--- src/logic/sfc_pkg.sv ---
// Function
// - fields other than clock select valid only when smartcard select is 0
// - bit 7 chooses async or clocked sync
// - async: length bit 0 eight, 1 seven
// - seven bits: lsb first, msb dropped
// - clocked sync always uses eight bits
// - format bits ignored in sync mode
// - parity enable adds and checks parity
// - multiprocessor format: no parity at all
// - parity sense 0 even, 1 odd
// - transmit one or two stop bits
// - receiver checks only first stop bit
// - low second stop is next start
// - multiprocessor bit overrides parity bits
// - clock select: divide by 1,4,16,64
// - clock select given as exponent n
package sfc_pkg;
	// -------------------------------------------------
	// register map
	// -------------------------------------------------
	localparam int          ADDR_W          = 4;
	localparam int          DATA_W          = 8;
	localparam logic [3:0]  ADDR_MODE       = 4'h0;
	localparam logic [3:0]  ADDR_SCMODE     = 4'h1;
	localparam logic [3:0]  ADDR_STATUS     = 4'h2;
	localparam logic [7:0]  MODE_RESET      = 8'h00;
	localparam logic [7:0]  SCMODE_RESET    = 8'h00;
	// -------------------------------------------------
	// field positions
	// -------------------------------------------------
	localparam int          BIT_SYNC        = 7;
	localparam int          BIT_CHAR_LEN    = 6;
	localparam int          BIT_PAR_EN      = 5;
	localparam int          BIT_ODD         = 4;
	localparam int          BIT_STOP        = 3;
	localparam int          BIT_MPROC       = 2;
	localparam int          BIT_CKS_HI      = 1;
	localparam int          BIT_CKS_LO      = 0;
	localparam int          BIT_SC_SEL      = 0;
	// -------------------------------------------------
	// prescaler
	// -------------------------------------------------
	localparam int          PRE_W           = 6;
	localparam logic [5:0]  PRE_MAX_0       = 6'h00;
	localparam logic [5:0]  PRE_MAX_1       = 6'h03;
	localparam logic [5:0]  PRE_MAX_2       = 6'h0F;
	localparam logic [5:0]  PRE_MAX_3       = 6'h3F;
	localparam logic [3:0]  LEN_SEVEN       = 4'h7;
	localparam logic [3:0]  LEN_EIGHT       = 4'h8;
endpackage : sfc_pkg

--- src/logic/sfc_prescaler.sv ---
`timescale 1ns/1ps
module sfc_prescaler
	import sfc_pkg::*;
(
	input  wire logic       clk,
	input  wire logic       rst_n,
	input  wire logic [1:0] sel,
	output logic            tick
);
	logic [PRE_W-1:0] cnt_reg;
	logic [PRE_W-1:0] cnt_next;
	logic [PRE_W-1:0] max_v;
	logic             tick_reg;
	logic             tick_next;

	// -------------------------------------------------
	// divider
	// -------------------------------------------------
	always_comb begin
		unique case (sel)
			2'h0: max_v = PRE_MAX_0;
			2'h1: max_v = PRE_MAX_1;
			2'h2: max_v = PRE_MAX_2;
			2'h3: max_v = PRE_MAX_3;
		endcase
		// a shrinking limit must not strand the count above it
		if (cnt_reg >= max_v) begin
			cnt_next  = '0;
			tick_next = 1'b1;
		end else begin
			cnt_next  = cnt_reg + 6'h01;
			tick_next = 1'b0;
		end
	end

	always_ff @(posedge clk or negedge rst_n) begin
		if (!rst_n) begin
			cnt_reg  <= '0;
			tick_reg <= 1'b0;
		end else begin
			cnt_reg  <= cnt_next;
			tick_reg <= tick_next;
		end
	end

	assign tick = tick_reg;

	// -------------------------------------------------
	// checks
	// -------------------------------------------------
	property p_div4;
		@(posedge clk) disable iff (!rst_n)
		(tick && sel == 2'h1) ##1 (sel == 2'h1) [*4]
			|-> tick && !$past(tick);
	endproperty
	a_div4: assert property (p_div4) else $error("divide by 4 broken");
endmodule : sfc_prescaler

--- src/logic/sfc_mode_cfg.sv ---
// Added by the designer: the register offsets and the address-and-strobe port.
`timescale 1ns/1ps
module sfc_mode_cfg
	import sfc_pkg::*;
(
	input  wire logic              CLK_SYS,
	input  wire logic              RESET_N,
	input  wire logic [ADDR_W-1:0] ADDR,
	input  wire logic [DATA_W-1:0] WDATA,
	input  wire logic              WR,
	input  wire logic              RD,
	output logic      [DATA_W-1:0] RDATA,
	output logic                   SMARTCARD_MODE,
	output logic                   SYNC_MODE,
	output logic      [3:0]        CHAR_BITS,
	output logic                   LSB_FIRST_FORCED,
	output logic                   TX_DROP_MSB,
	output logic                   PARITY_ON,
	output logic                   PARITY_ODD,
	output logic                   TX_TWO_STOP,
	output logic                   RX_CHECK_ONE_STOP,
	output logic                   RX_STOP2_AS_START,
	output logic                   MULTIPROC_ON,
	output logic      [1:0]        CLK_EXP_N,
	output logic                   BAUD_CLK_TICK
);
	// -------------------------------------------------
	// registers
	// -------------------------------------------------
	logic [7:0] serial_mode_config_reg;
	logic [7:0] serial_mode_config_next;
	logic       smartcard_mode_sel_reg;
	logic       smartcard_mode_sel_next;
	logic [7:0] rdata_reg;
	logic [7:0] rdata_next;

	logic       char_len_sel;
	logic       parity_enable_bit;
	logic       multiproc_enable;
	logic       clk_src_sel_hi;
	logic       clk_src_sel_lo;
	logic       normal_mode;
	logic       async_mode;

	always_comb begin
		serial_mode_config_next = serial_mode_config_reg;
		smartcard_mode_sel_next = smartcard_mode_sel_reg;
		rdata_next              = 8'h00;
		if (WR && ADDR == ADDR_MODE) begin
			serial_mode_config_next = WDATA;
		end
		if (WR && ADDR == ADDR_SCMODE) begin
			smartcard_mode_sel_next = WDATA[BIT_SC_SEL];
		end
		if (RD) begin
			unique case (ADDR)
				ADDR_MODE:   rdata_next = serial_mode_config_reg;
				ADDR_SCMODE: rdata_next = {7'h00, smartcard_mode_sel_reg};
				ADDR_STATUS: rdata_next = {2'h0, CLK_EXP_N, CHAR_BITS};
				default:     rdata_next = 8'h00;
			endcase
		end
	end

	always_ff @(posedge CLK_SYS or negedge RESET_N) begin
		if (!RESET_N) begin
			serial_mode_config_reg <= MODE_RESET;
			smartcard_mode_sel_reg <= SCMODE_RESET[BIT_SC_SEL];
			rdata_reg              <= 8'h00;
		end else begin
			serial_mode_config_reg <= serial_mode_config_next;
			smartcard_mode_sel_reg <= smartcard_mode_sel_next;
			rdata_reg              <= rdata_next;
		end
	end

	// -------------------------------------------------
	// field decode
	// -------------------------------------------------
	assign char_len_sel      = serial_mode_config_reg[BIT_CHAR_LEN];
	assign parity_enable_bit = serial_mode_config_reg[BIT_PAR_EN];
	assign multiproc_enable  = serial_mode_config_reg[BIT_MPROC];
	assign clk_src_sel_hi    = serial_mode_config_reg[BIT_CKS_HI];
	assign clk_src_sel_lo    = serial_mode_config_reg[BIT_CKS_LO];
	// smartcard meanings of these bits belong to another block
	assign normal_mode       = !smartcard_mode_sel_reg;
	assign async_mode        = normal_mode && !serial_mode_config_reg[BIT_SYNC];

	// -------------------------------------------------
	// decoded settings, registered for clean outputs
	// -------------------------------------------------
	logic [3:0] char_bits_next;
	logic       seven_next;
	logic       par_on_next;
	logic       par_odd_next;
	logic       two_stop_next;
	logic       mproc_next;
	logic       one_stop_next;
	logic       sync_next;
	logic [1:0] exp_next;
	logic [3:0] char_bits_reg;
	logic       seven_reg;
	logic       par_on_reg;
	logic       par_odd_reg;
	logic       two_stop_reg;
	logic       mproc_reg;
	logic       one_stop_reg;
	logic       sync_reg;
	logic [1:0] exp_reg;
	logic       smc_reg;

	always_comb begin
		sync_next      = normal_mode && serial_mode_config_reg[BIT_SYNC];
		seven_next     = async_mode && char_len_sel;
		// sync mode lands here too: length bit is ignored
		char_bits_next = seven_next ? LEN_SEVEN : LEN_EIGHT;
		mproc_next     = async_mode && multiproc_enable;
		par_on_next    = async_mode && parity_enable_bit && !multiproc_enable;
		par_odd_next   = par_on_next && serial_mode_config_reg[BIT_ODD];
		two_stop_next  = async_mode && serial_mode_config_reg[BIT_STOP];
		exp_next       = {clk_src_sel_hi, clk_src_sel_lo};
		// receiver never looks past the first stop bit
		one_stop_next  = 1'b1;
	end

	always_ff @(posedge CLK_SYS or negedge RESET_N) begin
		if (!RESET_N) begin
			char_bits_reg <= LEN_EIGHT;
			seven_reg     <= 1'b0;
			par_on_reg    <= 1'b0;
			par_odd_reg   <= 1'b0;
			two_stop_reg  <= 1'b0;
			mproc_reg     <= 1'b0;
			one_stop_reg  <= 1'b1;
			sync_reg      <= 1'b0;
			exp_reg       <= 2'h0;
			smc_reg       <= 1'b0;
		end else begin
			char_bits_reg <= char_bits_next;
			seven_reg     <= seven_next;
			par_on_reg    <= par_on_next;
			par_odd_reg   <= par_odd_next;
			two_stop_reg  <= two_stop_next;
			mproc_reg     <= mproc_next;
			one_stop_reg  <= one_stop_next;
			sync_reg      <= sync_next;
			exp_reg       <= exp_next;
			smc_reg       <= smartcard_mode_sel_reg;
		end
	end

	sfc_prescaler u_pre (
		.clk   (CLK_SYS),
		.rst_n (RESET_N),
		.sel   (serial_mode_config_reg[BIT_CKS_HI:BIT_CKS_LO]),
		.tick  (BAUD_CLK_TICK)
	);

	// -------------------------------------------------
	// outputs
	// -------------------------------------------------
	assign RDATA             = rdata_reg;
	assign SMARTCARD_MODE    = smc_reg;
	assign SYNC_MODE         = sync_reg;
	assign CHAR_BITS         = char_bits_reg;
	assign LSB_FIRST_FORCED  = seven_reg;
	assign TX_DROP_MSB       = seven_reg;
	assign PARITY_ON         = par_on_reg;
	assign PARITY_ODD        = par_odd_reg;
	assign TX_TWO_STOP       = two_stop_reg;
	// receiver sees only the first stop, in every mode
	assign RX_CHECK_ONE_STOP = one_stop_reg;
	assign RX_STOP2_AS_START = two_stop_reg;
	assign MULTIPROC_ON      = mproc_reg;
	assign CLK_EXP_N         = exp_reg;

	// -------------------------------------------------
	// checks
	// -------------------------------------------------
	property p_write_read;
		@(posedge CLK_SYS) disable iff (!RESET_N)
		(WR && ADDR == ADDR_MODE) ##1 (RD && ADDR == ADDR_MODE && !WR)
			|=> RDATA == $past(WDATA, 2);
	endproperty
	a_write_read: assert property (p_write_read) else $error("mode readback wrong");

	property p_sync_len;
		@(posedge CLK_SYS) disable iff (!RESET_N)
		SYNC_MODE |-> CHAR_BITS == LEN_EIGHT && !PARITY_ON && !TX_TWO_STOP && !MULTIPROC_ON;
	endproperty
	a_sync_len: assert property (p_sync_len) else $error("sync mode not plain");

	property p_mproc_parity;
		@(posedge CLK_SYS) disable iff (!RESET_N)
		MULTIPROC_ON |-> !PARITY_ON && !PARITY_ODD;
	endproperty
	a_mproc_parity: assert property (p_mproc_parity) else $error("parity in multiproc");

	property p_smc_off;
		@(posedge CLK_SYS) disable iff (!RESET_N)
		SMARTCARD_MODE |-> !SYNC_MODE && !PARITY_ON && CHAR_BITS == LEN_EIGHT;
	endproperty
	a_smc_off: assert property (p_smc_off) else $error("fields live in smartcard");

	property p_seven;
		@(posedge CLK_SYS) disable iff (!RESET_N)
		(WR && ADDR == ADDR_MODE && WDATA[BIT_CHAR_LEN] && !WDATA[BIT_SYNC] && !smartcard_mode_sel_reg)
			##1 !WR |=> CHAR_BITS == LEN_SEVEN && TX_DROP_MSB && LSB_FIRST_FORCED;
	endproperty
	a_seven: assert property (p_seven) else $error("seven bit not applied");

	property p_parity;
		@(posedge CLK_SYS) disable iff (!RESET_N)
		PARITY_ON |-> $past(serial_mode_config_reg[BIT_PAR_EN]) && !SYNC_MODE;
	endproperty
	a_parity: assert property (p_parity) else $error("parity source wrong");

	property p_odd;
		@(posedge CLK_SYS) disable iff (!RESET_N)
		PARITY_ON |-> PARITY_ODD == $past(serial_mode_config_reg[BIT_ODD]);
	endproperty
	a_odd: assert property (p_odd) else $error("parity sense wrong");

	property p_stop;
		@(posedge CLK_SYS) disable iff (!RESET_N)
		TX_TWO_STOP |-> RX_STOP2_AS_START && RX_CHECK_ONE_STOP && !SYNC_MODE
			&& $past(serial_mode_config_reg[BIT_STOP]);
	endproperty
	a_stop: assert property (p_stop) else $error("stop handling wrong");

	property p_exp;
		@(posedge CLK_SYS) disable iff (!RESET_N)
		##1 CLK_EXP_N == $past(serial_mode_config_reg[BIT_CKS_HI:BIT_CKS_LO]);
	endproperty
	a_exp: assert property (p_exp) else $error("clock exponent wrong");

	// -------------------------------------------------
	// field sources, one output at a time
	// -------------------------------------------------
	property p_rdata_idle;
		@(posedge CLK_SYS) disable iff (!RESET_N)
		!$past(RD) |-> RDATA == 8'h00;
	endproperty
	a_rdata_idle: assert property (p_rdata_idle) else $error("read data not cleared");

	property p_one_stop;
		@(posedge CLK_SYS) disable iff (!RESET_N)
		RX_CHECK_ONE_STOP;
	endproperty
	a_one_stop: assert property (p_one_stop) else $error("second stop checked");

	property p_sync_src;
		@(posedge CLK_SYS) disable iff (!RESET_N)
		SYNC_MODE == ($past(serial_mode_config_reg[BIT_SYNC]) && !SMARTCARD_MODE);
	endproperty
	a_sync_src: assert property (p_sync_src) else $error("sync source wrong");

	property p_char_len;
		@(posedge CLK_SYS) disable iff (!RESET_N)
		!SYNC_MODE && !SMARTCARD_MODE
			|-> (CHAR_BITS == LEN_SEVEN) == $past(serial_mode_config_reg[BIT_CHAR_LEN]);
	endproperty
	a_char_len: assert property (p_char_len) else $error("length source wrong");

	property p_char_eight;
		@(posedge CLK_SYS) disable iff (!RESET_N)
		SYNC_MODE || SMARTCARD_MODE |-> CHAR_BITS == LEN_EIGHT;
	endproperty
	a_char_eight: assert property (p_char_eight) else $error("length not eight");

	property p_drop_msb;
		@(posedge CLK_SYS) disable iff (!RESET_N)
		TX_DROP_MSB == (CHAR_BITS == LEN_SEVEN) && LSB_FIRST_FORCED == TX_DROP_MSB;
	endproperty
	a_drop_msb: assert property (p_drop_msb) else $error("seven bit flags wrong");

	property p_par_src;
		@(posedge CLK_SYS) disable iff (!RESET_N)
		PARITY_ON == ($past(serial_mode_config_reg[BIT_PAR_EN])
			&& !$past(serial_mode_config_reg[BIT_MPROC]) && !SYNC_MODE && !SMARTCARD_MODE);
	endproperty
	a_par_src: assert property (p_par_src) else $error("parity enable wrong");

	property p_mproc_src;
		@(posedge CLK_SYS) disable iff (!RESET_N)
		MULTIPROC_ON == ($past(serial_mode_config_reg[BIT_MPROC]) && !SYNC_MODE
			&& !SMARTCARD_MODE);
	endproperty
	a_mproc_src: assert property (p_mproc_src) else $error("multiproc wrong");

	property p_stop_src;
		@(posedge CLK_SYS) disable iff (!RESET_N)
		TX_TWO_STOP == ($past(serial_mode_config_reg[BIT_STOP]) && !SYNC_MODE
			&& !SMARTCARD_MODE);
	endproperty
	a_stop_src: assert property (p_stop_src) else $error("stop source wrong");

	property p_odd_off;
		@(posedge CLK_SYS) disable iff (!RESET_N)
		!PARITY_ON |-> !PARITY_ODD;
	endproperty
	a_odd_off: assert property (p_odd_off) else $error("odd without parity");

	// -------------------------------------------------
	// coverage
	// -------------------------------------------------
	c_sync:  cover property (@(posedge CLK_SYS) SYNC_MODE);
	c_seven: cover property (@(posedge CLK_SYS) CHAR_BITS == LEN_SEVEN && PARITY_ODD);
	c_mproc: cover property (@(posedge CLK_SYS) MULTIPROC_ON && TX_TWO_STOP);
	c_div64: cover property (@(posedge CLK_SYS) CLK_EXP_N == 2'h3 && BAUD_CLK_TICK);
endmodule : sfc_mode_cfg

--- config.mk ---
export PLATFORM = sky130hd
export DESIGN_NAME = sfc_mode_cfg
export DESIGN_NICKNAME = d
export VERILOG_FILES = /design/src/logic/sfc_pkg.sv /design/src/logic/sfc_prescaler.sv /design/src/logic/sfc_mode_cfg.sv
export SDC_FILE = /design/constraint.sdc
export NUM_CORES = 1
export LEC_CHECK = 0
export ABC_AREA = 0
export BUFFER_PORTS_ARGS = -buffer_cell sky130_fd_sc_hd__buf_2
export CORE_ASPECT_RATIO = 1.75
export CORE_MARGIN = 4
export CORE_UTILIZATION = 55
export CTS_CLUSTER_DIAMETER = 40
export DETAILED_ROUTE_END_ITERATION = 16
export PLACE_DENSITY = 0.83
export SLEW_MARGIN = 40
export SYNTH_ARGS = -nofsm -noshare
export SYNTH_HDL_FRONTEND = slang
export SYNTH_SLANG_ARGS = --single-unit
--- constraint.sdc ---
create_clock -name CLK_SYS -period 4.4 [get_ports CLK_SYS]
set_clock_uncertainty 0.15 [all_clocks]
set_input_delay 0.44 -clock CLK_SYS [delete_from_list [all_inputs] [get_ports CLK_SYS]]
set_output_delay 0.44 -clock CLK_SYS [all_outputs]
set_load 0.01 [all_outputs]
==> flow_metrics.py <==
metrics = {
    "sta": {
        "tns_ns": 0,
        "holdWs_ns": 0.234,
        "slew_violations": 0,
        "rsz0062_at_grt": "false",
        "final.min_clock_period_ns": 1.94,
        "fmaxAchievable_mhz": 515,
        "hold_violations": 0,
        "worst-slew-pin-transition_ns": 0.600,
        "finalSetupViolCount": 0,
        "fin_crit_sh": 0.442,
        "worst_slew_margin_rel": 0.597,
    },
    "run_status": {
        "status": "finished clean",
    },
    "synth": {
        "synth-seq-cells": 34,
        "seq_area_frac_synth": 0.571,
        "mapped_area_um2": 1490,
        "dominantRegCellSynth": "sky130_fd_sc_hd__dfrtp_1",
        "synth.yosys.warnings": 0,
        "synth-async-reset-ratio": 1.00,
        "synth-edff-count": 0,
        "syn_inst": 119,
        "synth_fp_nets": 142,
        "syn_avg_cell_area_um2": 12.5,
        "synth.lib_cells_used.distinct": 32,
    },
    "placed_design": {
        "globalplace.congestion": 0.792,
        "portBuffers": 39,
        "placement.cell_area_um2": 1660,
        "place.detailed.hpwl_um": 2270,
        "placedCellCount": 177,
    },
    "critical_path": {
        "path_depth": 5,
        "critPathCaptureType": "flop",
        "slowest_stage": "sky130_fd_sc_hd__dfrtp_1",
        "critical_path_rt_ns": 4.43,
        "timing.setup.critical_path_class": "reg -> reg",
        "r2r-start": "serial_mode_config_reg[0]$_DFFE_PN0P_",
        "timing.critical_path.buf_inv": 0,
        "cp-start-kind": "flop",
        "r2r_slack_ns": 2.46,
        "worstPathArrival_ns": 1.97,
        "worst_path_largest_cell_delay_ns": 0.42,
        "endpoint": "u_pre.cnt_reg[3]$_DFF_PN0_",
        "r2r_cells": 5,
        "cp-startpoint": "serial_mode_config_reg[0]$_DFFE_PN0P_",
        "cp_top_family": "compound AO/OA/AOI/OAI gates",
        "critical_path.cell_chain": "or2_2 > ha_1 > nand2b_1 > a21o_1 > a211oi_1",
        "timing.critical_path.fanout_max": 7,
        "worstReg2RegEnd": "u_pre.cnt_reg[3]$_DFF_PN0_",
    },
    "worst_hold_path": {
        "timing.hold.worst.class": "in -> reg",
    },
    "floorplan": {
        "floorplan.die_area_um2": 3640,
        "initial_utilization": 0.584,
        "row_count": 24,
        "floorplan.die.width_um": 47.4,
        "fp.coreArea_um2": 2550,
        "io_pins": 41,
        "die-height_um": 76.9,
    },
    "clock_network": {
        "cts_setup_buffers": 0,
        "clock-sinks": 34,
        "tritoncts": "built",
        "numCtsBuffers": 5,
        "clkLatencyLatePin_ns": 0.29,
        "cts-root-buf": "sky130_fd_sc_hd__clkbuf_8",
        "ctsLongestPathBuffers": 2,
        "clkTransAtPathRegs_ns": 0.06,
        "post_cts_resized": 0,
        "ctsHtreeMaxLevel": 2,
    },
    "global_route": {
        "grt_pass1_vias": 1111,
        "antenna_found_initial": 0,
        "overflow_after_grt": 0,
        "maximum_number_of_pins_on_one_net_before_global_route_repair": 35,
        "grt_util_all_layers": 0.190,
        "grt_first_pass_wirelength_um": 4900,
    },
    "power": {
        "power_per_cell_area_nw_per_um2": 516,
        "power_mw": 0.911,
        "vdd_ir_drop_max_v": 0.000372,
        "leakage_power_summed_over_all_cells_nw": 0.938,
    },
    "cells_and_area": {
        "nFillCells": 206,
        "post-route-cell-area_um2": 1770,
        "leading_cell_type_in_the_layout_fill_and_taps_excluded": "sky130_fd_sc_hd__buf_2",
        "multiInputGateArea_um2": 564,
        "area_growth_synth_to_finish_pct": 18.5,
        "layout_common_cells": "38 x sky130_fd_sc_hd__buf_2, 33 x sky130_fd_sc_hd__dfrtp_1, 9 x sky130_fd_sc_hd__mux2_2",
        "regArea_um2": 852,
        "layoutNonFillerInstCount": 186,
        "post_route_cells_drive_above_1_share": 0.375,
        "finalNetCount": 182,
        "antenna_cells_inserted": 0,
    },
    "flow_run": {
        "max_cap_violations": 0,
    },
    "routing": {
        "routedWlPerCell_um": 15.6,
        "drt.antenna.violating_nets": 0,
        "drt-total-wl_um": 2900,
        "detailedRoute.firstPassIterationCount": 4,
        "dr_total_vias": 1032,
        "drt_drc_violations_left": 0,
        "avgViaCountPerCell": 5.55,
        "initialDrtViolationCount": 23,
    },
}
## cell usage after synthesis (all sizes together) (2+ instances only)
library cell / number / area, um2
and2: 4 / 25.0
mux2i: 4 / 40.0
o21ai: 3 / 15.0
mux2: 9 / 101
a211oi: 5 / 37.5
inv: 5 / 18.8
buf: 7 / 56.3
a21o: 2 / 15.0
nand3: 4 / 32.5
ha: 7 / 87.6
a21oi: 4 / 20.0
dfrtp: 33 / 826
xor2: 2 / 17.5
and3: 2 / 12.5
nor2: 7 / 33.8
nand2: 6 / 22.5
nand2b: 4 / 25.0
## how the worst min path moves through the flow
| stage | startpoint | endpoint | slack (ns) | depth (start not counted) |
|---|---|---|---|---|
| detailed placement | serial_mode_config_reg[0]$_DFFE_PN0P_ | CLK_EXP_N[0]$_DFF_PN0_ | 0.28 | 0 |
| floorplan | RESET_N | CHAR_BITS[2]$_DFF_PN0_ | -0.006 | 0 |
| global route | WDATA[3] | serial_mode_config_reg[3]$_DFFE_PN0P_ | 0.24 | 2 |
| CTS | RESET_N | RX_STOP2_AS_START$_DFF_PN0_ | 0.07 | 1 |
| global placement | serial_mode_config_reg[0]$_DFFE_PN0P_ | CLK_EXP_N[0]$_DFF_PN0_ | 0.27 | 0 |
| finish | WDATA[1] | serial_mode_config_reg[1]$_DFFE_PN0P_ | 0.23 | 2 |
## per-layer routing
metal,global-route usage,share of wire
met5,0,0
met4,0.122,0.038
met3,0.0632,0.068
met2,0.317,0.59
met1,0.182,0.31
## repair_timing
item,4_1_cts,5_1_grt
hold buffers,0,1
setup endpoints to repair,0,0
hold endpoints to repair,0,33
## power breakdown
part	internal [mW]	switching, mW	total, mW
clock network	0.126	0.107	0.233
registers	0.374	0.0533	0.427
logic	0.111	0.141	0.251
## per-stage QoR
stage	utilization	setup slack [ns]
after global routing	0.692	2.34
after floorplan	-	2.62
final	0.692	2.46
after CTS	0.687	2.45
after detailed placement	0.651	2.49
after global placement	0.651	2.56
## logic make-up after synthesis
logic type                 after synthesis  synth area share
DFF                                     34             0.571
AOI/OAI and AO/OA                       15            0.0688
and+or+nand+nor                         34             0.136
buffers and inverters                   12            0.0503
other                                    1           0.00251
xor gates and xnor gates                 3            0.0176
adders and majority gates                7            0.0587
muxes                                   13            0.0948
## cell type report
class,instances,area share
repair buffers,40,0.118
well taps,26,0.0184
flip-flops and latches,34,0.482
multi-input cells,73,0.319
clock buffers,7,0.0489
inverters,5,0.0106
clock inverters,1,0.00283
Power figures use the tool's default switching activity.
